## src/spg_regs.vh

```
`ifndef SPG_REGS_VH
`define SPG_REGS_VH

// Opcodes following the start bit
`define SPG_OP_SPECIAL 2'b00
`define SPG_OP_WRITE 2'b01
`define SPG_OP_READ 2'b10
`define SPG_OP_ERASE 2'b11

// Top two address bits of a special command
`define SPG_SUB_DISABLE 2'b00
`define SPG_SUB_FILL 2'b01
`define SPG_SUB_CLEAR 2'b10
`define SPG_SUB_ENABLE 2'b11

// Frame field lengths in link clock pulses
`define SPG_START_BITS 1
`define SPG_OPCODE_BITS 2
`define SPG_DATA_X8 8
`define SPG_DATA_X16 16

// Self-timed programming time
`define SPG_PROG_TIME_NS 5000000
`define SPG_CLK_PERIOD_NS 10

// Blank cell value
`define SPG_BLANK_BIT 1'b1

`endif

```

## src/spg_guard.v

```verilog
`timescale 1ns/100ps
`include "spg_regs.vh"
module spg_guard #(
    parameter ADDR_X8 = 9,
    parameter PROG_CYCLES = `SPG_PROG_TIME_NS / `SPG_CLK_PERIOD_NS
) (
    // Clock and reset
    input wire sys_clk_in,
    input wire rst_n_in,
    // Serial link from the host
    input wire sel_in,
    input wire link_clk_in,
    input wire data_in,
    input wire org_x16_in,
    // Serial output
    output reg data_out,
    output reg data_oe_out,
    // Array state
    output reg busy_out,
    output reg write_enabled_out
);
    localparam ADDR_X16 = ADDR_X8 - 1;
    localparam WORDS = 1 << ADDR_X16;
    localparam LEN_X8 = `SPG_START_BITS + `SPG_OPCODE_BITS + ADDR_X8;
    localparam LEN_X16 = `SPG_START_BITS + `SPG_OPCODE_BITS + ADDR_X16;
    localparam CW = 6;
    localparam TW = 32;
    localparam SR = 27;
    localparam DL_X8 = `SPG_DATA_X8;
    localparam DL_X16 = `SPG_DATA_X16;

    localparam ST_IDLE = 2'd0;
    localparam ST_SHIFT = 2'd1;
    localparam ST_PROG = 2'd2;
    localparam ST_READY = 2'd3;

    wire sel_s;
    wire clk_s;
    wire din_s;
    wire org_s;
    reg clk_d;
    reg sel_d;
    reg [1:0] state;
    reg [CW-1:0] pulses;
    reg [SR-1:0] shreg;
    reg [TW-1:0] timer;
    reg [15:0] mem [0:WORDS-1];
    reg [1:0] pend_op;
    reg pend_all;
    reg [ADDR_X16-1:0] pend_addr;
    reg [15:0] pend_data;
    reg pend_lo;
    reg pend_hi;
    integer i;
    integer j;

    spg_sync #(.WIDTH(4)) u_sync (
        .sys_clk_in(sys_clk_in),
        .rst_n_in(rst_n_in),
        .async_in({sel_in, link_clk_in, data_in, org_x16_in}),
        .sync_out({sel_s, clk_s, din_s, org_s})
    );

    wire rise = clk_s & ~clk_d;
    wire sel_fall = sel_d & ~sel_s;

    // Decode of the shifted frame, counted from the start bit
    wire [CW-1:0] hdr_len = org_s ? LEN_X16[CW-1:0] : LEN_X8[CW-1:0];
    wire [CW-1:0] dat_len = org_s ? DL_X16[CW-1:0] : DL_X8[CW-1:0];
    wire [SR-1:0] hdr = (pulses >= hdr_len) ? (shreg >> (pulses - hdr_len)) : {SR{1'b0}};
    wire [1:0] op = org_s ? hdr[ADDR_X16+1:ADDR_X16] : hdr[ADDR_X8+1:ADDR_X8];
    wire [1:0] sub = org_s ? hdr[ADDR_X16-1:ADDR_X16-2] : hdr[ADDR_X8-1:ADDR_X8-2];
    wire [ADDR_X8-1:0] addr = org_s ? {1'b0, hdr[ADDR_X16-1:0]} : hdr[ADDR_X8-1:0];
    wire has_data = (op == `SPG_OP_WRITE) || (op == `SPG_OP_SPECIAL && sub == `SPG_SUB_FILL);
    wire [CW-1:0] need = has_data ? hdr_len + dat_len : hdr_len;
    wire len_ok = (pulses == need);
    wire is_prog = (op == `SPG_OP_WRITE) || (op == `SPG_OP_ERASE) ||
        (op == `SPG_OP_SPECIAL && (sub == `SPG_SUB_FILL || sub == `SPG_SUB_CLEAR));
    wire [15:0] wdata = org_s ? shreg[15:0] : {8'hff, shreg[7:0]};

    always @(posedge sys_clk_in or negedge rst_n_in)
    begin
        if (!rst_n_in)
        begin
            clk_d <= 1'b0;
            sel_d <= 1'b0;
            state <= ST_IDLE;
            pulses <= {CW{1'b0}};
            shreg <= {SR{1'b0}};
            timer <= {TW{1'b0}};
            pend_op <= 2'b00;
            pend_all <= 1'b0;
            pend_addr <= {ADDR_X16{1'b0}};
            pend_data <= 16'hffff;
            pend_lo <= 1'b0;
            pend_hi <= 1'b0;
            data_out <= 1'b0;
            data_oe_out <= 1'b0;
            busy_out <= 1'b0;
            write_enabled_out <= 1'b0;
        end
        else
        begin
            clk_d <= clk_s;
            sel_d <= sel_s;
            case (state)
                ST_IDLE:
                begin
                    data_oe_out <= 1'b0;
                    pulses <= {CW{1'b0}};
                    if (sel_s && rise && din_s)
                    begin
                        state <= ST_SHIFT;
                        pulses <= {{(CW-1){1'b0}}, 1'b1};
                        shreg <= {SR{1'b0}};
                    end
                end
                ST_SHIFT:
                begin
                    if (rise && pulses != {CW{1'b1}})
                    begin
                        pulses <= pulses + 1'b1;
                        shreg <= {shreg[SR-2:0], din_s};
                    end
                    if (sel_fall)
                    begin
                        state <= ST_IDLE;
                        if (op == `SPG_OP_SPECIAL && sub == `SPG_SUB_ENABLE && pulses == hdr_len)
                            write_enabled_out <= 1'b1;
                        else if (op == `SPG_OP_SPECIAL && sub == `SPG_SUB_DISABLE && pulses == hdr_len)
                            write_enabled_out <= 1'b0;
                        else if (is_prog && len_ok && write_enabled_out)
                        begin
                            state <= ST_PROG;
                            busy_out <= 1'b1;
                            timer <= PROG_CYCLES[TW-1:0];
                            pend_op <= op;
                            pend_all <= (op == `SPG_OP_SPECIAL);
                            pend_addr <= org_s ? addr[ADDR_X16-1:0] : addr[ADDR_X8-1:1];
                            // Whole-array commands cover both byte lanes whatever the dummy address
                            pend_lo <= org_s | ~addr[0] | (op == `SPG_OP_SPECIAL);
                            pend_hi <= org_s | addr[0] | (op == `SPG_OP_SPECIAL);
                            pend_data <= has_data ?
                                (org_s ? wdata : {wdata[7:0], wdata[7:0]}) : 16'hffff;
                        end
                    end
                end
                ST_PROG:
                begin
                    // Only select is used here, to enable the status output; no shifting and no decoding
                    data_oe_out <= sel_s;
                    data_out <= 1'b0;
                    if (timer > 1)
                        timer <= timer - 1'b1;
                    else
                    begin
                        state <= ST_READY;
                        busy_out <= 1'b0;
                        // Ready level must appear together with the fall of busy
                        data_out <= 1'b1;
                        for (i = 0; i < WORDS; i = i + 1)
                        begin
                            if (pend_all || i == pend_addr)
                            begin
                                if (pend_lo)
                                    mem[i][7:0] <= pend_data[7:0];
                                if (pend_hi)
                                    mem[i][15:8] <= pend_data[15:8];
                            end
                        end
                    end
                end
                ST_READY:
                begin
                    data_oe_out <= sel_s;
                    data_out <= 1'b1;
                    // Ready ends at any select fall, even of a select that rose during programming, or at a start bit
                    if (sel_fall)
                        state <= ST_IDLE;
                    else if (rise && din_s)
                    begin
                        state <= ST_SHIFT;
                        data_oe_out <= 1'b0;
                        pulses <= {{(CW-1){1'b0}}, 1'b1};
                        shreg <= {SR{1'b0}};
                    end
                end
                default:
                    state <= ST_IDLE;
            endcase
        end
    end

    // Array starts blank; reset does not touch it, as in nonvolatile storage
    initial
    begin
        for (j = 0; j < WORDS; j = j + 1)
            mem[j] = {16{`SPG_BLANK_BIT}};
    end
endmodule

```

## src/spg_sync.v

```verilog
`timescale 1ns/100ps
module spg_sync #(
    parameter WIDTH = 1
) (
    // Clock and reset
    input wire sys_clk_in,
    input wire rst_n_in,
    // Asynchronous levels and their synchronised copies
    input wire [WIDTH-1:0] async_in,
    output reg [WIDTH-1:0] sync_out
);
    reg [WIDTH-1:0] stage;

    always @(posedge sys_clk_in or negedge rst_n_in)
    begin
        if (!rst_n_in)
        begin
            stage <= {WIDTH{1'b0}};
            sync_out <= {WIDTH{1'b0}};
        end
        else
        begin
            stage <= async_in;
            sync_out <= stage;
        end
    end
endmodule

```

## config.mk

```make
export PLATFORM = sky130hd
export DESIGN_NAME = spg_guard
export DESIGN_NICKNAME = d
export VERILOG_FILES = /design/src/spg_guard.v /design/src/spg_sync.v
export VERILOG_INCLUDE_DIRS = /design/src
export SDC_FILE = /design/constraint.sdc
export NUM_CORES = 1
export LEC_CHECK = 0
export CAP_MARGIN = 40
export CELL_PAD_IN_SITES_DETAIL_PLACEMENT = 1
export CELL_PAD_IN_SITES_GLOBAL_PLACEMENT = 1
export CORE_MARGIN = 10
export CORE_UTILIZATION = 40
export CTS_CLUSTER_SIZE = 20
export DETAILED_ROUTE_END_ITERATION = 7
export DONT_BUFFER_PORTS = 1
export GPL_TIMING_DRIVEN = 1
export PLACE_DENSITY_LB_ADDON = 0.08
export SLEW_MARGIN = 40
export SYNTH_ARGS = -nofsm -noshare
export SYNTH_HDL_FRONTEND = slang
export SYNTH_HIERARCHICAL = 1
export SYNTH_SLANG_ARGS = --single-unit
```

## constraint.sdc

```tcl
create_clock -name sys_clk_in -period 9.4 [get_ports sys_clk_in]
set_clock_uncertainty 0.15 [all_clocks]
set_input_delay 0.94 -clock sys_clk_in [delete_from_list [all_inputs] [get_ports sys_clk_in]]
set_output_delay 0.94 -clock sys_clk_in [all_outputs]
set_load 0.1 [all_outputs]
```

# --- After elaboration in Yosys (flattened, before gate mapping) ---
# Cells that the tools add are included.
totals:
  elab_cells: 119
  output_inout_bits: 4
  latch_bits: 0
  memories: 0
  ramBits: 0
  input_bits: 6
  reg_bits: 81
  mem_bits_ro: 0
op_classes:
  n_eq_ne: 22
  bitwise_logic: 4
  n_addsub: 4
  div_mod_pow: 0
  order_cmp: 2
  multipliers: 0
  reduce_logical: 30
  muxes: 44
  n_shift: 1
op_table:
  columns: ["operator", "count"]
  rows:
  - ["32-bit 2-to-1 mux", 5]
  - ["27-bit 2-to-1 mux", 4]
  - ["27-bit one-hot mux with 3 select lines", 1]
  - ["32-bit one-hot mux with 2 select lines", 1]
  - ["32-bit by 1-bit > comparator with 1-bit output (second input constant)", 1]
  - ["32-bit by 1-bit subtractor with 32-bit output (second input constant)", 1]
  - ["27-bit by 6-bit right shift with 11-bit output", 1]
  - ["6-bit 2-to-1 mux", 4]
  - ["2-bit 2-to-1 mux", 10]
  - ["2-bit != test (second input constant)", 10]
  - ["6-bit one-hot mux with 3 select lines", 1]
  - ["1-bit logical AND", 12]
  - ["6-bit AND reduction", 2]
  - ["1-bit 2-to-1 mux", 11]
  - ["11-bit 2-to-1 mux", 1]
  - ["2-bit == test (second input constant)", 5]
  - ["2-bit one-hot mux with 4 select lines", 1]
  - ["4-bit AND reduction", 2]
  - ["4-bit by 5-bit adder with 6-bit output", 1]
  - ["6-bit by 1-bit adder with 6-bit output (second input constant)", 1]
  - ["2-bit by 1-bit == test with 1-bit output (second input constant)", 3]
  - ["6-bit by 4-bit == test with 1-bit output", 1]
  - ["6-bit == test", 1]
  - ["6-bit by 4-bit >= comparator with 1-bit output", 1]
  - ["other kinds (15)", 26]

# --- Longest topological paths before layout ---
depth:
  word_depth: 17
  ltp_mapped: 21
  depth_no_buf: 18

# --- Cells and area by module ---
# Netlist, hierarchy kept.
modules_own_cells:
  columns: ["mod", "n_inst", "area_per_inst_um2", "seq_area_each_um2", "cells_each"]
  rows:
  - ["spg_guard", 1, 4802.1, 1826.8, 539]
  - ["spg_sync", 1, 200.2, 200.2, 8]

# --- Worst setup path after synthesis ---
# OpenSTA, ideal clock, no wires.
synth_timing:
  path_type: "reg2reg"
  from: "register pulses[0]"
  to: "register timer[28]"
  t_required_ns: 9.130
  slack_ns: 5.005
  path_stages_with_launch: 18
  t_arrival_ns: 4.125
  path_cell_list: "dfrtp_1 inv_1 ha_1 fa_1 xnor2_1 mux4_2 mux4_2 nand2_1 a21oi_1 mux2i_1 inv_1 ha_1 a21oi_1 o21ai_0 a221oi_1 o2111ai_1 or4_4 a31o_1"
synth_via:
  elab_chain_cells: 13
  elab_cells_between_ends: 32
  cone_classes: "add/sub (1); order compare (1); eq/ne (10); shift (1); mux (4); reduce/logical (15)"
synth_lines:
  columns: ["element", "line_no", "text"]
  rows:
  - ["from (decl)", "spg_guard.v:44", "reg [CW-1:0] pulses;"]
  - ["from (signal assigned)", "spg_guard.v:88", "pulses <= {CW{1'b0}};"]
  - ["from (signal assigned)", "spg_guard.v:110", "pulses <= {CW{1'b0}};"]
  - ["from (signal assigned)", "spg_guard.v:114", "pulses <= {{(CW-1){1'b0}}, 1'b1};"]
  - ["6-bit by 4-bit subtractor with 6-bit output", "spg_guard.v:70", "wire [SR-1:0] hdr = (pulses >= hdr_len) ? (shreg >> (pulses - hdr_len)) : {SR{1'b0}};"]
  - ["27-bit by 6-bit right shift with 11-bit output", "spg_guard.v:70", null]
  - ["11-bit 2-to-1 mux", "spg_guard.v:70", null]
  - ["2-bit 2-to-1 mux, on equally long branches", "spg_guard.v:72, spg_guard.v:71", null]
  - ["2-bit by 1-bit == test with 1-bit output (no line) / 2-bit logical NOT (equally long branches)", null, null]
  - ["1-bit logical AND (no line)", null, null]
  - ["1-bit logical OR", "spg_guard.v:74", "wire has_data = (op == `SPG_OP_WRITE) || (op == `SPG_OP_SPECIAL && sub == `SPG_SUB_FILL);"]
  - ["6-bit 2-to-1 mux", "spg_guard.v:75", "wire [CW-1:0] need = has_data ? hdr_len + dat_len : hdr_len;"]
  - ["6-bit == test", "spg_guard.v:76", "wire len_ok = (pulses == need);"]
  - ["1-bit logical AND (2 in series)", "spg_guard.v:132", "else if (is_prog && len_ok && write_enabled_out)"]
  - ["2-bit != test (no line)", null, null]
  - ["6-bit AND reduction (no line) *", null, null]
  - ["to (signal assigned)", "spg_guard.v:90", "timer <= {TW{1'b0}};"]
  - ["to (signal assigned)", "spg_guard.v:136", "timer <= PROG_CYCLES[TW-1:0];"]
  - ["to (signal assigned)", "spg_guard.v:154", "timer <= timer - 1'b1;"]
  - ["to (decl)", "spg_guard.v:46", "reg [TW-1:0] timer;"]
# Every way passes the cells marked *; elsewhere a longest branch is shown, timed or not.
# A chain may end at the register's enable or synchronous reset.

# --- Final worst setup path ---
layout_timing:
  from: "register u_sync.sync_out[0]"
  to: "register timer[28]"
layout_via:
  elab_chain_cells: 14
  elab_cells_between_ends: 35
  cone_classes: "add/sub (2); order compare (1); eq/ne (10); shift (1); mux (6); reduce/logical (15)"
layout_lines:
  columns: ["element", "line_no", "text"]
  rows:
  - ["from (decl)", "spg_sync.v:10", "output reg [WIDTH-1:0] sync_out"]
  - ["from (signal assigned)", "spg_sync.v:19", "sync_out <= {WIDTH{1'b0}};"]
  - ["from (signal assigned)", "spg_sync.v:24", "sync_out <= stage;"]
  - ["3-bit 2-to-1 mux", "spg_guard.v:68", "wire [CW-1:0] hdr_len = org_s ? LEN_X16[CW-1:0] : LEN_X8[CW-1:0];"]
  - ["6-bit by 4-bit subtractor with 6-bit output", "spg_guard.v:70", null]
  - ["27-bit by 6-bit right shift with 11-bit output", "spg_guard.v:70", null]
  - ["11-bit 2-to-1 mux", "spg_guard.v:70", null]
  - ["2-bit 2-to-1 mux, on equally long branches", "spg_guard.v:72, spg_guard.v:71", null]
  - ["2-bit by 1-bit == test with 1-bit output (no line) / 2-bit logical NOT (equally long branches)", null, null]
  - ["1-bit logical AND (no line)", null, null]
  - ["1-bit logical OR", "spg_guard.v:74", null]
  - ["6-bit 2-to-1 mux", "spg_guard.v:75", null]
  - ["6-bit == test", "spg_guard.v:76", null]
  - ["1-bit logical AND (2 in series)", "spg_guard.v:132", null]
  - ["2-bit != test (no line)", null, null]
  - ["6-bit AND reduction (no line) *", null, null]
# Marks and branches as above.

==> run metrics <==
Post-synth EDFFs 0; post-synth cell types 67; global-route wire length before repair 21.91 mm; final core utilization 0.4473; sequential share of the synthesized area 0.4052; FF+latch count, synth between 80 and 90; Layout Nets about 550; worst slew pin tran 0.7894 ns; Vias about 4,000; Core ar. ~12,000 sq um; Post-CTS Setup Bufs 0; Syn-to-layout area delta 8.304%; Clock Latency Late Sink between 0.3 and 0.4 ns; GP Congestion around 0.81; fmax between 150 and 200 MHz; share of cells above drive strength 1 0.1091; die extent in x about 130 um; Pleak between 0.002 and 0.0025 uW; drt total wl approximately 13 mm; largest net degree at the start of global routing 82; total track usage 0.1525; outcome finished, final reports clean; TritonCTS Sinks between 80 and 90; worst hold path type input port to asynchronous set/reset pin; FP Rows 40; minimum clock period 5.200 ns; Top Ports 10; Mapped Area 5002 sq um; max-slew violation count 0; total gr overflow 0; die area 17,380 sq um; RSZ-0062 raised after global routing false; Port Buffers 0; cts bufs inserted 9; Final ANT Viol Nets 0; Reg clk slew, reported paths around 0.070 ns; max_slew headroom 0.4688; setup TNS 0 ns; antenna cells 0; Final Setup Violations 0; Async SR Flop Fraction 1.000; DPL Wire Length 8.941 mm; clk root buf clkbuf_16; synth warn 6; Post-CTS Hold Fix Bufs 0; critical path startpoint category flop; Post-Synthesis Cells roughly 550; Avg Synthesized Cell Area approximately 9.1 sq um; htree depth 3; DR WL/cell 18.14 um; vias in the first global route 4,251; Clock Path Buffers 2; syn_nets about 560; Detailed Route Iter0 Violations between 200 and 250; Crit Path Class flop to flop; max cap viols 0; pwr dens 145.4 nW/um^2; initial antenna violation count 0; worst vdd ir 0.1487 mV; Die H about 130 um; Via density 5.704; Initial Utilization 0.4130; CP Max Fanout 12; final period utilization 0.5532; CTS tree built; Post-synth top flop dfrtp_1; remaining routing DRC violations 0; Data required, critical path around 9.5 ns; drt first pass iters 4; nature of the critical path endpoint flop; final hold vios 0; crit path DAT approximately 5.3 ns; post_cts resized 0
[routing by layer]
metal / GRT usage / vias to the layer above / wire length, um / share of wire
li1: - / 1974 / - / -
met1: 0.2131 / 2022 / 6693 / 0.52
met2: 0.2265 / 32 / 5648 / 0.44
met3: 0.03239 / 16 / 298 / 0.023
met4: 0.05439 / 0 / 223 / 0.017
met5: 0 / - / 0 / 0
[final cells by class]
type                       instances  area (sq um)
fill                            1439          6694
multi-input combinational        421          2754
sequential                        81          2032
clock buffer                      12         256.5
tap                              168         210.2
inverter                          16         60.06
clock inverter                     4         52.55
timing repair buffer               7         52.55
[sequential cells by signal, summed over array words and instances (netlist names), named ones only]
| signal | cells |
|---|---|
| timer | 32 |
| shreg | 27 |
| pulses | 6 |
| u_sync/stage | 4 |
| u_sync/sync_out | 4 |
| busy_out | 1 |
| clk_d | 1 |
| data_oe_out | 1 |
| data_out | 1 |
| sel_d | 1 |
| state | 1 |
| write_enabled_out | 1 |
[cell usage after synthesis, types with 3 or more instances]
library cell | count | area, sq um
mux4_2 | 6 | 135.1
nor2b_1 | 5 | 31.28
nor2_1 | 36 | 135.1
o21ai_0 | 49 | 245.2
nor3_1 | 21 | 105.1
a21oi_1 | 24 | 120.1
mux4_1 | 7 | 183.9
nand2_1 | 100 | 375.4
nand3_1 | 10 | 50.05
clkbuf_8 | 5 | 68.82
xnor2_1 | 4 | 35.03
o31a_1 | 5 | 43.79
o31ai_1 | 4 | 30.03
nor4_1 | 8 | 50.05
a211oi_1 | 9 | 67.56
nand2b_1 | 8 | 50.05
xor2_1 | 3 | 26.28
ha_1 | 9 | 112.6
and3_1 | 4 | 25.02
o22ai_1 | 13 | 81.33
dfrtp_1 | 81 | 2027
a32o_1 | 3 | 30.03
buf_6 | 5 | 56.30
inv_1 | 15 | 56.30
a31oi_1 | 7 | 43.79
or2_2 | 4 | 25.02
or3_1 | 12 | 75.07
nand4_1 | 7 | 43.79
mux2i_1 | 18 | 180.2
o211ai_1 | 3 | 22.52
clkbuf_1 | 16 | 60.06
[cell usage in the layout, fill, tap and decap left out, types with 5 or more instances in the layout]
cell       synthesis  final
mux4_2             6      6
o31a_1             5      5
a31oi_1            7      7
o21ai_0           49     49
buf_4              0      7
o22ai_1           13     13
clkbuf_16          0      9
nor4_2             1      5
ha_1               9      8
nor3_1            21     21
or3_1             12     12
dfrtp_1           81     77
nor2_1            36     35
nand4_1            7      7
nand2_1          100    100
nand2b_1           8      8
nand3_1           10     10
a21oi_1           24     24
mux2i_1           18     18
a211oi_1           9      8
inv_1             15     15
mux4_1             7      7
[metrics by stage]
| step | cells | hold WS (ns) | area (sq um) | power, uW | setup slack, ns |
|---|---|---|---|---|---|
| floorplan | 547 | 0.1812 | 5002 | 422.4 | 5.005 |
| global placement | 693 | 0.1839 | 5081 | 426.9 | 4.382 |
| detailed placement | 693 | 0.1881 | 5095 | 429.5 | 4.139 |
| CTS | 709 | 0.1215 | 5404 | 799.4 | 4.136 |
| global route | 709 | 0.1163 | 5418 | 821.3 | 3.739 |
| finish | 709 | 0.1341 | 5418 | 788.0 | 4.200 |
[path summary, 6_finish.rpt]
| path | slack [ns] | startpoint | depth (start not counted) | end |
|---|---|---|---|---|
| worst max-delay path | 4.20 | u_sync/sync_out[0] | 16 | timer[28] |
| worst min-delay path | 0.13 | rst_n_in | 0 | write_enabled_out |
| worst max register to register | 4.20 | u_sync/sync_out[0] | 16 | timer[28] |
| worst min register to register | 0.20 | u_sync/stage[3] | 0 | u_sync/sync_out[3] |
| max in group asynchronous | 8.78 | rst_n_in | 0 | busy_out |
| min in group sys_clk_in | 0.20 | u_sync/stage[3] | 0 | u_sync/sync_out[3] |
[worst max-delay path, stage by stage (launching register included)]
cell and delay, ns:
dfrtp_1 0.54, ha_2 0.27, fa_1 0.46, xnor2_1 0.56
mux4_2 0.42, mux4_2 0.48, nand2_1 0.07, a21oi_1 0.07
mux2i_1 0.20, inv_1 0.10, ha_1 0.23, a21oi_1 0.12
o21ai_0 0.15, a221oi_1 0.30, o2111ai_1 0.22, or4_4 0.51
a31o_1 0.24
[power breakdown]
group	switching, uW	internal (uW)
Combinational	40.9	24.1
Clock	145	220
Sequential	4.97	353
Total	191	597
[kinds of logic (layout without fill, tap and decap cells)]
group,after synthesis,in the layout,share of synthesized area
simple gates,229,229,0.2176
mux,33,33,0.1051
compound gates,141,141,0.1776
xor+xnor,8,8,0.01551
fa+ha+maj,10,10,0.02651
flops,81,81,0.4052
buf+inv,45,39,0.05253
(Power assumes the default switching activity.)
